File: src/include/rpi_defines.svh
// register map, field positions, reset values and timing of the pin block
`ifndef RPI_DEFINES_SVH
`define RPI_DEFINES_SVH
// register byte offsets
`define RPI_OFF_CTRL 12'h000
`define RPI_OFF_BAUD 12'h004
`define RPI_OFF_TXDATA 12'h008
`define RPI_OFF_RXDATA 12'h00C
`define RPI_OFF_STATUS 12'h010
// control fields
`define RPI_CTRL_RXIND 0
`define RPI_CTRL_FLOWIN 1
`define RPI_CTRL_RS485 2
`define RPI_CTRL_SMODE_LO 3
`define RPI_CTRL_SMODE_HI 4
`define RPI_CTRL_REBOOT 5
// status and receive data fields
`define RPI_STAT_CMD 0
`define RPI_STAT_OVR 1
`define RPI_STAT_TXBUSY 2
`define RPI_STAT_SLEEP 3
`define RPI_STAT_STRAP 4
`define RPI_STAT_TXFULL 5
`define RPI_RXD_VALID 8
// reset values and codes
`define RPI_BAUD_RST 16'h5161
`define RPI_SMODE_PIN 2'h1
`define RPI_ESC_CHAR 8'h2B
// timing
`define RPI_CLK_NS 5
`define RPI_RST_MIN_NS 90000
`define RPI_RST_OUT_NS 1000
`endif

File: src/include/rpi_pkg.sv
// types shared by the pin block modules
package rpi_pkg;
	typedef enum logic [1:0] {
		RPI_ST_PULSE = 2'b01,
		RPI_ST_RUN = 2'b10
	} rpi_state_t;

	typedef struct packed {
		logic [4:0] sy1;
		logic [4:0] sy2;
		rpi_state_t st;
		logic [15:0] pcnt;
		logic [19:0] lcnt;
		logic armed;
		logic reboot;
		logic strap;
		logic cmd;
		logic ovr;
		logic [1:0] plus;
		logic rxind;
		logic flowin;
		logic rs485;
		logic [1:0] smode;
		logic [15:0] div;
		logic txh_v;
		logic [7:0] txh_d;
		logic [31:0] rdata;
		logic slverr;
		logic slp;
		logic cts;
		logic txp;
		logic rxa;
		logic onsl;
	} rpi_top_st_t;

	typedef struct packed {
		logic [15:0] tcnt;
		logic [3:0] tbit;
		logic [9:0] tsh;
		logic tbusy;
		logic [15:0] rcnt;
		logic [3:0] rbit;
		logic [7:0] rsh;
		logic rbusy;
		logic rprev;
		logic rv;
		logic [7:0] rd;
	} rpi_uart_st_t;
endpackage : rpi_pkg

File: src/include/rpi_strm_if.sv
// byte stream with valid and ready between the pin block modules
`timescale 1ns/1ps
`default_nettype none
interface rpi_strm_if #(parameter int W = 8) ();
	logic valid;
	logic ready;
	logic [W-1:0] data;
	modport src(output valid, output data, input ready);
	modport snk(input valid, input data, output ready);
endinterface : rpi_strm_if
`default_nettype wire

File: src/rtl/rpi_fifo.sv
// synchronous fifo, depth a power of two
`timescale 1ns/1ps
`default_nettype none
module rpi_fifo #(
	parameter int W = 8,
	parameter int D = 32
) (
	// clock and reset
	input wire logic clk,
	input wire logic rst_n,
	// fill and drain sides
	rpi_strm_if.snk wr,
	rpi_strm_if.src rd
);
	localparam int AW = $clog2(D);
	typedef struct packed {
		logic [AW:0] wp;
		logic [AW:0] rp;
	} rpi_fifo_st_t;

	logic [W-1:0] mem [D];
	rpi_fifo_st_t q;
	rpi_fifo_st_t d;
	logic full;
	logic empty;

	// extra pointer bit tells full from empty
	assign empty = q.wp == q.rp;
	assign full = (q.wp[AW] != q.rp[AW]) && (q.wp[AW-1:0] == q.rp[AW-1:0]);
	assign wr.ready = !full;
	assign rd.valid = !empty;
	assign rd.data = mem[q.rp[AW-1:0]];

	// pointer advance
	always_comb begin
		d = q;
		if (wr.valid && !full) begin
			d.wp = q.wp + 1'b1;
		end
		if (rd.ready && !empty) begin
			d.rp = q.rp + 1'b1;
		end
	end

	always_ff @(posedge clk or negedge rst_n) begin
		if (!rst_n) begin
			q <= '0;
		end else begin
			q <= d;
		end
	end

	// storage needs no reset
	always_ff @(posedge clk) begin
		if (wr.valid && !full) begin
			mem[q.wp[AW-1:0]] <= wr.data;
		end
	end
endmodule : rpi_fifo
`default_nettype wire

File: src/rtl/rpi_uart.sv
// 8n1 serial transmitter and receiver, bit time set by a divisor
`timescale 1ns/1ps
`default_nettype none
module rpi_uart (
	// clock and reset
	input wire logic clk,
	input wire logic rst_n,
	// clocks per bit
	input wire logic [15:0] div,
	// serial lines, rxd already synchronised
	input wire logic rxd,
	output logic txd,
	output logic tx_busy,
	// byte streams
	rpi_strm_if.snk tx,
	rpi_strm_if.src rx
);
	rpi_pkg::rpi_uart_st_t q;
	rpi_pkg::rpi_uart_st_t d;

	assign txd = q.tsh[0];
	assign tx_busy = q.tbusy;
	assign tx.ready = !q.tbusy;
	assign rx.valid = q.rv;
	assign rx.data = q.rd;

	always_comb begin
		d = q;
		d.rv = 1'b0;
		d.rprev = rxd;
		// transmit: start, eight data bits lsb first, stop
		if (!q.tbusy) begin
			if (tx.valid) begin
				d.tsh = {1'b1, tx.data, 1'b0};
				d.tbusy = 1'b1;
				d.tcnt = div - 16'h0001;
				d.tbit = 4'h0;
			end
		end else if (q.tcnt == 16'h0000) begin
			d.tsh = {1'b1, q.tsh[9:1]};
			d.tcnt = div - 16'h0001;
			d.tbit = q.tbit + 4'h1;
			if (q.tbit == 4'h9) begin
				d.tbusy = 1'b0;
			end
		end else begin
			d.tcnt = q.tcnt - 16'h0001;
		end
		// receive: sample mid-bit after a falling edge
		if (!q.rbusy) begin
			if (q.rprev && !rxd) begin
				d.rbusy = 1'b1;
				d.rcnt = {1'b0, div[15:1]};
				d.rbit = 4'h0;
			end
		end else if (q.rcnt == 16'h0000) begin
			d.rcnt = div - 16'h0001;
			d.rbit = q.rbit + 4'h1;
			if (q.rbit == 4'h0 && rxd) begin
				d.rbusy = 1'b0; // glitch, not a start bit
			end else if (q.rbit == 4'h9) begin
				d.rbusy = 1'b0;
				d.rv = rxd; // framing error drops the byte
				d.rd = q.rsh;
			end else if (q.rbit != 4'h0) begin
				d.rsh = {rxd, q.rsh[7:1]};
			end
		end else begin
			d.rcnt = q.rcnt - 16'h0001;
		end
	end

	// idle line is high, so shifter and edge history reset to ones
	always_ff @(posedge clk or negedge rst_n) begin
		if (!rst_n) begin
			q <= '0;
			q.tsh <= '1;
			q.rprev <= 1'b1;
		end else begin
			q <= d;
		end
	end
endmodule : rpi_uart
`default_nettype wire

File: src/rtl/rpi_pin_if.sv
// host pin interface of the serial rf modem with its apb register file
// Operation
// - serial bytes leave on serial_out_pin and arrive on serial_in_pin, async uart.
// - with rx indicator enabled, rx_activity_out high only during rf reception.
// - reset pin held low at least 90 us reboots; shorter may be ignored.
// - device pulls its open-drain reset pin low on reboot and power-up.
// - config pin sampled at power-up enters command mode; escape +++ also.
// - flow_permit_out low when bytes can be accepted; host sends only then.
// - in rs-485 mode flow_permit_out becomes the transceiver transmit enable.
// - on/sleep output high while awake, low while asleep.
// - tx/power output pulses low during rf transmit, high otherwise when awake.
// - host hold input ignored unless enabled; then it paces outgoing bytes.
// - sleep input ignored unless pin sleep mode selected; active high.
//
// Decided for this implementation: the register addresses and register access over APB.
`timescale 1ns/1ps
`default_nettype none
`include "rpi_defines.svh"
module rpi_pin_if #(
	parameter int RST_MIN_CYC =
		(`RPI_RST_MIN_NS + `RPI_CLK_NS - 1) / `RPI_CLK_NS,
	parameter int RX_DEPTH = 32
) (
	// apb slave
	input wire logic pclk,
	input wire logic presetn,
	input wire logic [11:0] paddr,
	input wire logic psel,
	input wire logic penable,
	input wire logic pwrite,
	input wire logic [31:0] pwdata,
	output logic [31:0] prdata,
	output logic pready,
	output logic pslverr,
	// host serial lines
	input wire logic serial_in_pin,
	output logic serial_out_pin,
	// flow control
	output logic flow_permit_out,
	input wire logic host_flow_hold_in,
	// status indicators
	output logic rx_activity_out,
	output logic tx_power_status_out,
	output logic on_sleep_out,
	// open-drain reset pin
	input wire logic reset_pin_in,
	output logic reset_pin_out,
	output logic reset_pin_oe,
	// strap and sleep pins
	input wire logic config_pin_in,
	input wire logic sleep_control_in,
	// radio core
	input wire logic rf_rx_busy,
	input wire logic rf_tx_busy,
	output logic reboot_req,
	output logic cmd_mode
);
	// own reset pulse length, rounded up
	localparam int RST_OUT_CYC =
		(`RPI_RST_OUT_NS + `RPI_CLK_NS - 1) / `RPI_CLK_NS;
	// synchroniser bit positions
	localparam int SY_SIN = 0;
	localparam int SY_RST = 1;
	localparam int SY_CFG = 2;
	localparam int SY_HOLD = 3;
	localparam int SY_SLP = 4;

	rpi_pkg::rpi_top_st_t q;
	rpi_pkg::rpi_top_st_t d;
	logic tx_busy;
	logic tx_en;
	logic setup;
	logic wr_acc;
	logic rd_acc;
	logic ext_trig;
	logic sw_reboot;
	logic cmd_set;
	logic cmd_clr;
	logic ovr_set;
	logic ovr_clr;

	rpi_strm_if #(.W(8)) tx_s ();
	rpi_strm_if #(.W(8)) rx_s ();
	rpi_strm_if #(.W(8)) rxr ();

	// address compare, shared by read and write decode
	function automatic logic rpi_sel(input logic [11:0] a,
		input logic [11:0] off);
		rpi_sel = a == off;
	endfunction : rpi_sel

	function automatic logic rpi_mapped(input logic [11:0] a);
		rpi_mapped = rpi_sel(a, `RPI_OFF_CTRL) ||
			rpi_sel(a, `RPI_OFF_BAUD) ||
			rpi_sel(a, `RPI_OFF_TXDATA) ||
			rpi_sel(a, `RPI_OFF_RXDATA) ||
			rpi_sel(a, `RPI_OFF_STATUS);
	endfunction : rpi_mapped

	// apb answers with no wait states
	assign pready = 1'b1;
	assign prdata = q.rdata;
	assign pslverr = psel && penable && q.slverr;

	// outputs straight from flops
	assign flow_permit_out = q.cts;
	assign rx_activity_out = q.rxa;
	assign tx_power_status_out = q.txp;
	assign on_sleep_out = q.onsl;
	assign reboot_req = q.reboot;
	assign cmd_mode = q.cmd;

	// open drain: only ever pulls low
	assign reset_pin_out = 1'b0;
	assign reset_pin_oe = q.st == rpi_pkg::RPI_ST_PULSE;

	// a byte only starts while running, awake and not held by the host
	assign tx_en = (q.st == rpi_pkg::RPI_ST_RUN) && !q.slp &&
		!(q.flowin && q.sy2[SY_HOLD]);
	assign tx_s.valid = q.txh_v && tx_en;
	assign tx_s.data = q.txh_d;

	// pop only a byte that the setup phase actually showed
	assign rxr.ready = rd_acc && rpi_sel(paddr, `RPI_OFF_RXDATA) &&
		q.rdata[`RPI_RXD_VALID];

	// serial engine toward the host
	rpi_uart u_uart (
		.clk(pclk),
		.rst_n(presetn),
		.div(q.div),
		.rxd(q.sy2[SY_SIN]),
		.txd(serial_out_pin),
		.tx_busy(tx_busy),
		.tx(tx_s),
		.rx(rx_s)
	);

	// received bytes wait here for software
	rpi_fifo #(
		.W(8),
		.D(RX_DEPTH)
	) u_rx_fifo (
		.clk(pclk),
		.rst_n(presetn),
		.wr(rx_s),
		.rd(rxr)
	);

	always_comb begin
		d = q;
		setup = psel && !penable;
		wr_acc = psel && penable && pwrite;
		rd_acc = psel && penable && !pwrite;
		ext_trig = 1'b0;
		sw_reboot = 1'b0;
		cmd_set = 1'b0;
		cmd_clr = 1'b0;
		ovr_set = 1'b0;
		ovr_clr = 1'b0;
		d.reboot = 1'b0;

		// pins from outside pass two flops first
		d.sy1 = {sleep_control_in, host_flow_hold_in, config_pin_in,
			reset_pin_in, serial_in_pin};
		d.sy2 = q.sy1;

		// reset pin watch: count a low level that the device did not drive
		if (q.st != rpi_pkg::RPI_ST_RUN) begin
			d.lcnt = 20'h00000;
			d.armed = 1'b0;
		end else if (q.sy2[SY_RST]) begin
			d.lcnt = 20'h00000;
			d.armed = 1'b1;
		end else if (q.armed) begin
			if (q.lcnt == 20'(RST_MIN_CYC - 1)) begin
				ext_trig = 1'b1;
				d.armed = 1'b0;
				d.lcnt = 20'h00000;
			end else begin
				d.lcnt = q.lcnt + 20'h00001;
			end
		end

		// apb write in the access phase
		if (wr_acc) begin
			unique case (1'b1)
				rpi_sel(paddr, `RPI_OFF_CTRL): begin
					d.rxind = pwdata[`RPI_CTRL_RXIND];
					d.flowin = pwdata[`RPI_CTRL_FLOWIN];
					d.rs485 = pwdata[`RPI_CTRL_RS485];
					d.smode = pwdata[`RPI_CTRL_SMODE_HI:`RPI_CTRL_SMODE_LO];
					sw_reboot = pwdata[`RPI_CTRL_REBOOT];
				end
				rpi_sel(paddr, `RPI_OFF_BAUD): begin
					d.div = pwdata[15:0];
				end
				rpi_sel(paddr, `RPI_OFF_TXDATA): begin
					// a full holding register drops the write
					if (!q.txh_v) begin
						d.txh_v = 1'b1;
						d.txh_d = pwdata[7:0];
					end
				end
				rpi_sel(paddr, `RPI_OFF_STATUS): begin
					cmd_clr = pwdata[`RPI_STAT_CMD];
					ovr_clr = pwdata[`RPI_STAT_OVR];
				end
				default: begin
				end
			endcase
		end

		// power-up and reboot pulse on the reset pin
		unique case (q.st)
			rpi_pkg::RPI_ST_PULSE: begin
				if (q.pcnt == 16'(RST_OUT_CYC - 1)) begin
					d.st = rpi_pkg::RPI_ST_RUN;
					d.pcnt = 16'h0000;
					// strap sampled as the pulse ends; low asks for commands
					d.strap = !q.sy2[SY_CFG];
					cmd_set = !q.sy2[SY_CFG];
				end else begin
					d.pcnt = q.pcnt + 16'h0001;
				end
			end
			rpi_pkg::RPI_ST_RUN: begin
				if (ext_trig || sw_reboot) begin
					d.st = rpi_pkg::RPI_ST_PULSE;
					d.pcnt = 16'h0000;
					d.reboot = 1'b1;
				end
			end
		endcase

		// escape of three plus bytes in a row also enters command mode
		if (rx_s.valid) begin
			if (rx_s.data == `RPI_ESC_CHAR) begin
				if (q.plus == 2'h2) begin
					cmd_set = 1'b1;
					d.plus = 2'h0;
				end else begin
					d.plus = q.plus + 2'h1;
				end
			end else begin
				d.plus = 2'h0;
			end
		end

		// a byte arriving into a full fifo is lost and flagged
		ovr_set = rx_s.valid && !rx_s.ready;

		// sticky flags: a set in the clearing cycle wins
		d.cmd = (q.cmd && !cmd_clr) || cmd_set;
		d.ovr = (q.ovr && !ovr_clr) || ovr_set;

		// holding register empties when the serial engine takes it
		if (tx_s.valid && tx_s.ready) begin
			d.txh_v = 1'b0;
		end

		// sleep follows the pin only in pin sleep mode
		d.slp = (q.smode == `RPI_SMODE_PIN) && q.sy2[SY_SLP];

		// flow pin: clear-to-send, or driver enable that rises with start
		if (q.rs485) begin
			d.cts = tx_busy || (tx_s.valid && tx_s.ready);
		end else begin
			// one flop late; the host must allow one byte of slack
			d.cts = !rx_s.ready || q.slp ||
				(q.st != rpi_pkg::RPI_ST_RUN);
		end

		// indicators
		d.rxa = q.rxind && rf_rx_busy && !q.slp;
		d.txp = !q.slp && !rf_tx_busy;
		d.onsl = !q.slp;

		// apb setup phase: capture read data and the error answer
		if (setup) begin
			d.slverr = !rpi_mapped(paddr);
			d.rdata = 32'h0000_0000;
			if (!pwrite) begin
				unique case (1'b1)
					rpi_sel(paddr, `RPI_OFF_CTRL): begin
						d.rdata[`RPI_CTRL_RXIND] = q.rxind;
						d.rdata[`RPI_CTRL_FLOWIN] = q.flowin;
						d.rdata[`RPI_CTRL_RS485] = q.rs485;
						d.rdata[`RPI_CTRL_SMODE_HI:`RPI_CTRL_SMODE_LO] =
							q.smode;
					end
					rpi_sel(paddr, `RPI_OFF_BAUD): begin
						d.rdata[15:0] = q.div;
					end
					rpi_sel(paddr, `RPI_OFF_RXDATA): begin
						d.rdata[7:0] = rxr.data;
						d.rdata[`RPI_RXD_VALID] = rxr.valid;
					end
					rpi_sel(paddr, `RPI_OFF_STATUS): begin
						d.rdata[`RPI_STAT_CMD] = q.cmd;
						d.rdata[`RPI_STAT_OVR] = q.ovr;
						d.rdata[`RPI_STAT_TXBUSY] = tx_busy;
						d.rdata[`RPI_STAT_SLEEP] = q.slp;
						d.rdata[`RPI_STAT_STRAP] = q.strap;
						d.rdata[`RPI_STAT_TXFULL] = q.txh_v;
					end
					default: begin
					end
				endcase
			end
		end
	end

	// state register; pins assumed idle high until synchronised
	always_ff @(posedge pclk or negedge presetn) begin
		if (!presetn) begin
			q <= '0;
			q.sy1 <= '1;
			q.sy2 <= '1;
			q.st <= rpi_pkg::RPI_ST_PULSE;
			q.div <= `RPI_BAUD_RST;
			q.cts <= 1'b1;
			q.txp <= 1'b1;
			q.onsl <= 1'b1;
		end else begin
			q <= d;
		end
	end
endmodule : rpi_pin_if
`default_nettype wire

File: config.mk
export PLATFORM = sky130hd
export DESIGN_NAME = rpi_pin_if
export DESIGN_NICKNAME = d
export VERILOG_FILES = /design/src/include/rpi_pkg.sv /design/src/include/rpi_strm_if.sv /design/src/rtl/rpi_fifo.sv /design/src/rtl/rpi_uart.sv /design/src/rtl/rpi_pin_if.sv
export VERILOG_INCLUDE_DIRS = /design/src /design/src/include
export SDC_FILE = /design/constraint.sdc
export NUM_CORES = 1
export LEC_CHECK = 0
export BUFFER_PORTS_ARGS = -buffer_cell sky130_fd_sc_hd__buf_2
export CAP_MARGIN = 15
export CORE_MARGIN = 2
export CORE_UTILIZATION = 55
export CTS_CLUSTER_SIZE = 20
export DETAILED_ROUTE_END_ITERATION = 10
export PLACE_DENSITY = 0.73
export SYNTH_ARGS = -nofsm -noshare
export SYNTH_HDL_FRONTEND = slang
export SYNTH_HIERARCHICAL = 1
export SYNTH_SLANG_ARGS = --single-unit
File: constraint.sdc
create_clock -name pclk -period 3.1 [get_ports pclk]
set_input_delay 0.31 -clock pclk [delete_from_list [all_inputs] [get_ports pclk]]
set_output_delay 0.31 -clock pclk [all_outputs]
set_load 0.02 [all_outputs]
==> summary.md <==
| Metric | Value |
|---|---|
| Part of the cycle the worst path needs | `91.63%` |
| Buffers on Ports | `64` |
| Post-synth top flop | `sky130_fd_sc_hd__edfxtp_1` |
| Total grt overflow | `0` |
| Starting density of the core | `about 56%` |
| DP Wirelength | `28670 um` |
| Layout net count | `1597` |
| Largest stage delay on the critical path | `0.66 ns` |
| Max-slew violations | `0` |
| Outcome | `complete, but fails checks` |
| Data required time at the worst endpoint | `3.55 ns` |
| Clock Sinks | `between 400 and 500` |
| Clock tree from TritonCTS | `built` |
| Antenna violations before repair | `0` |
| Number of CTS-inserted buffers | `between 40 and 50` |
| Power per Cell Area | `around 560 nW/um2` |
| Total detailed-routing wirelength | `roughly 44000 um` |
| Pin count of the biggest net entering global routing | `between 70 and 80` |
| Worst max-slew margin expressed relative to the limit | `24.58%` |
| Synth area leader | `sky130_fd_sc_hd__edfxtp_1` |
| Measured slew at the worst slew-check pin | `1.131 ns` |
| Top cell type's share of synthesized area | `just under 40%` |
| Clk buf depth | `3` |
| Site row count | `between 60 and 70` |
| Top fanout value on the critical path | `16` |
| Most numerous cell on the critical path | `sky130_fd_sc_hd__mux4_2` |
| Worst min-delay path startpoint | `pwdata[7]` |
| Most frequent cell after synthesis | `sky130_fd_sc_hd__edfxtp_1` |
| Core area | `between 30000 and 40000 um2` |
| Final RePlAce weighted congestion | `0.8719` |
| Static power due to leakage | `7.877 nW` |
| All-Layer GR Usage | `a little under a quarter` |
| Area contributors post-synth | `sky130_fd_sc_hd__edfxtp_1 39%, sky130_fd_sc_hd__dfrtp_1 20%, sky130_fd_sc_hd__mux4_2 9.0%` |
| Count of state elements after synthesis | `445` |
| Share of synthesized flip-flops with an asynchronous set or reset | `42.47%` |
| CTS root buffer | `sky130_fd_sc_hd__clkbuf_16` |
| Antenna violation net count after detailed routing | `0` |
| Drt first pass iters | `8` |
| Maximum ir drop on the vdd rail | `between 400 and 500 uV` |
| Startpoint of the worst-slack reg-to-reg timing path | `u_rx_fifo/q[0]` |
| Setup violation total in the final timing report | `0` |
| CP Launch Type | `flip-flop` |
| Endpoints failing hold | `0` |
| Die Height | `~190 um` |
| Top-Level Pins | `99` |
| Hold Path Cell Cnt | `2` |
| Via count | `between 10000 and 15000` |
| Number of DRC markers after the initial detailed-route iteration | `1204` |
| Post-Syn Instances | `between 1000 and 1500` |
| Worst-Skew Late Latency | `between 0.5 and 0.6 ns` |
| Maximum capacitance violations | `0` |
| Violations in the final reports | `design-rule violations` |
| Count of inserted antenna diode cells | `0` |
| Depth of the most critical reg-to-reg path | `7` |
| Post-Route Skew | `roughly 0.022 ns` |
| Fmax | `~0.35 GHz` |
| Sort of element at the end of the critical path | `flip-flop` |
| First-pass GRT wire length | `approximately 69000 um` |
| Number of distinct library cells after synthesis | `80` |
| Post-synth EDFFs | `around 260` |
| Register area share after synthesis | `between 60 and 70%` |
| Full die area | `37800 um2` |
| Classification of the worst-slack hold path | `input port to flip-flop` |
| Minimum clock period after layout | `about 2.8 ns` |
| Type of the setup path with the least slack | `flip-flop to flip-flop` |
| Ratio of cells with drive above 1 in the final layout | `25.77%` |
| Area delta synth->final | `13.62%` |
| Die outline width | `roughly 200 um` |
| R2r setup slk | `roughly 0.26 ns` |
| Sequence of cells on the critical path | `buf_4 -> mux4_2 -> mux4_2 -> mux2_2 -> mux2i_1 -> o22a_1 -> o21ai_0` |
| Number of setup buffers added after CTS | `0` |
| Endpoint with the worst hold slack | `tx_s.data[7]` |
| Critical Path Slowest Stage Cell | `sky130_fd_sc_hd__dfrtp_4` |
| Vias in the first global route | `between 10000 and 15000` |
| Worst reg2reg path endpoint | `prdata[1]` |
| Final hold slack | `between 0.02 and 0.03 ns` |
| Warnings from Yosys | `6` |
| Mapped cell area | `around 20000 um2` |
| Cts repair resizes | `0` |
| Post-Syn Area per Cell | `~14 um2` |
| Final routed wire length divided by cell count | `21.57 um` |
| Number of remaining DRC errors | `14` |
| Arrival time reported for the critical path endpoint | `around 3.3 ns` |
| Post-CTS clock slew at the launch and capture registers of the worst setup and hold paths | `~0.060 ns` |
| Number of levels the H-tree was split into | `2` |
| Mean number of vias per cell | `around 6.1` |
| Setup Total Neg Slack | `0 ns` |
| Most frequent cells after synthesis | `256 x sky130_fd_sc_hd__edfxtp_1, 158 x sky130_fd_sc_hd__dfrtp_1, 100 x sky130_fd_sc_hd__nor2_1` |
| RSZ-0062 raised after global routing | `no` |
==> layer usage <==
metal / vias up / track usage (%) / routed length (um)
li1: 5561 / - / -
met1: 6316 / 32.68 / 18390
met3: 77 / 4.130 / 2773
met5: - / 0 / 0
met4: 0 / 7.066 / 1102
met2: 449 / 37.97 / 21330
==> power by group <==
group | switching, mW | internal [mW] | leakage (nW) | total [mW]
Sequential | 0.201 | 6.37 | 4.15 | 6.57
Clock | 2.25 | 3.20 | 0.731 | 5.45
Combinational | 0.381 | 0.309 | 2.99 | 0.690
==> cell type report <==
| class | count | area [um2] |
|---|---|---|
| multi-input combinational | 847 | 6887 |
| inverter | 27 | 101.3 |
| fill | 2547 | 12990 |
| clock buffer | 69 | 1321 |
| sequential | 445 | 12460 |
| timing repair buffer | 157 | 1142 |
| tap | 461 | 576.8 |
| clock inverter | 15 | 172.7 |
==> cells in the final DEF, fill, tap and decap left out, types with 12 or more instances in the layout <==
cell                            netlist  layout
sky130_fd_sc_hd__a21oi_1             48      48
sky130_fd_sc_hd__a31oi_1             20      20
sky130_fd_sc_hd__and3_1              19      19
sky130_fd_sc_hd__buf_2                7      63
sky130_fd_sc_hd__buf_4               43      71
sky130_fd_sc_hd__clkbuf_1            33      14
sky130_fd_sc_hd__clkbuf_16            0      46
sky130_fd_sc_hd__conb_1               2      18
sky130_fd_sc_hd__dfrtp_1            158     156
sky130_fd_sc_hd__dfstp_2             31      31
sky130_fd_sc_hd__dlygate4sd3_1        0      16
sky130_fd_sc_hd__edfxtp_1           256     256
sky130_fd_sc_hd__ha_1                17      17
sky130_fd_sc_hd__inv_1               27      27
sky130_fd_sc_hd__mux2_2              54      54
sky130_fd_sc_hd__mux2i_1             29      29
sky130_fd_sc_hd__mux4_2              80      80
sky130_fd_sc_hd__nand2_1             97      97
sky130_fd_sc_hd__nand3_1             47      47
sky130_fd_sc_hd__nand4_1             17      17
sky130_fd_sc_hd__nor2_1             100     100
sky130_fd_sc_hd__nor3_1              29      29
sky130_fd_sc_hd__o211ai_1            12      12
sky130_fd_sc_hd__o21ai_0             33      33
sky130_fd_sc_hd__or4_1               14      14
sky130_fd_sc_hd__xnor2_1             23      23
sky130_fd_sc_hd__xor2_1              22      22
==> what timing repair did <==
action,CTS,global route
hold buffers,16,0
endpoints found under the setup margin,0,0
endpoints found under the hold margin,65,0
==> cell families (layout without fill, tap and decap cells) <==
group                    Yosys count  after routing  share of synthesized area, %
flip-flops                       445            445                         62.45
multiplexers                     164            164                         13.59
adder cells (fa/ha/maj)           17             17                         1.066
buffers and inverters            122            268                         3.337
AND/OR/NAND/NOR                  404            404                         10.66
other                              2             18                       0.03765
XOR/XNOR                          45             45                         1.976
AO/OA/AOI/OAI                    199            199                         6.882
==> flip-flops by register name, indices dropped and copies added (netlist names), 5 cells and up <==
register        count
u_rx_fifo/mem     256
u_rx_fifo/q        12
prdata             16
u_uart/rx.data      8
q                  72
tx_s.data           8
u_uart/q           59
d                   5
==> stage by stage <==
stage	cell area [um2]	utilization [%]	total power, mW	std cells	setup slack (ns)
final	22660	63.56	12.71	2021	0.2593
after global routing	22660	63.56	13.16	2021	0.1265
after CTS	22660	63.56	12.81	2021	0.2491
after detailed placement	21010	58.92	7.339	1921	0.2873
after global placement	21010	58.92	7.314	1921	0.3236
after floorplan	20010	-	7.118	1414	0.5143
==> worst max-delay path, delay by kind of cell (launching register included) <==
| family | cells | cell delay [ns] |
|---|---|---|
| flip-flops | 1 | 0.66 |
| multiplexers | 4 | 1.54 |
| buffers and inverters | 1 | 0.27 |
| AO/OA/AOI/OAI | 2 | 0.22 |
==> worst max-delay path by stage <==
stage                               from        end  slack, ns  depth (start not counted)
after global routing      u_rx_fifo/q[0]  prdata[1]       0.13                          7
after detailed placement  u_rx_fifo/q[0]  prdata[1]       0.29                          7
after CTS                 u_rx_fifo/q[0]  prdata[1]       0.25                          7
after global placement    u_rx_fifo/q[0]  prdata[1]       0.32                          7
after floorplan           u_rx_fifo/q[1]  prdata[6]       0.51                          8
final                     u_rx_fifo/q[0]  prdata[1]       0.26                          7
(Power assumes the default switching activity.)
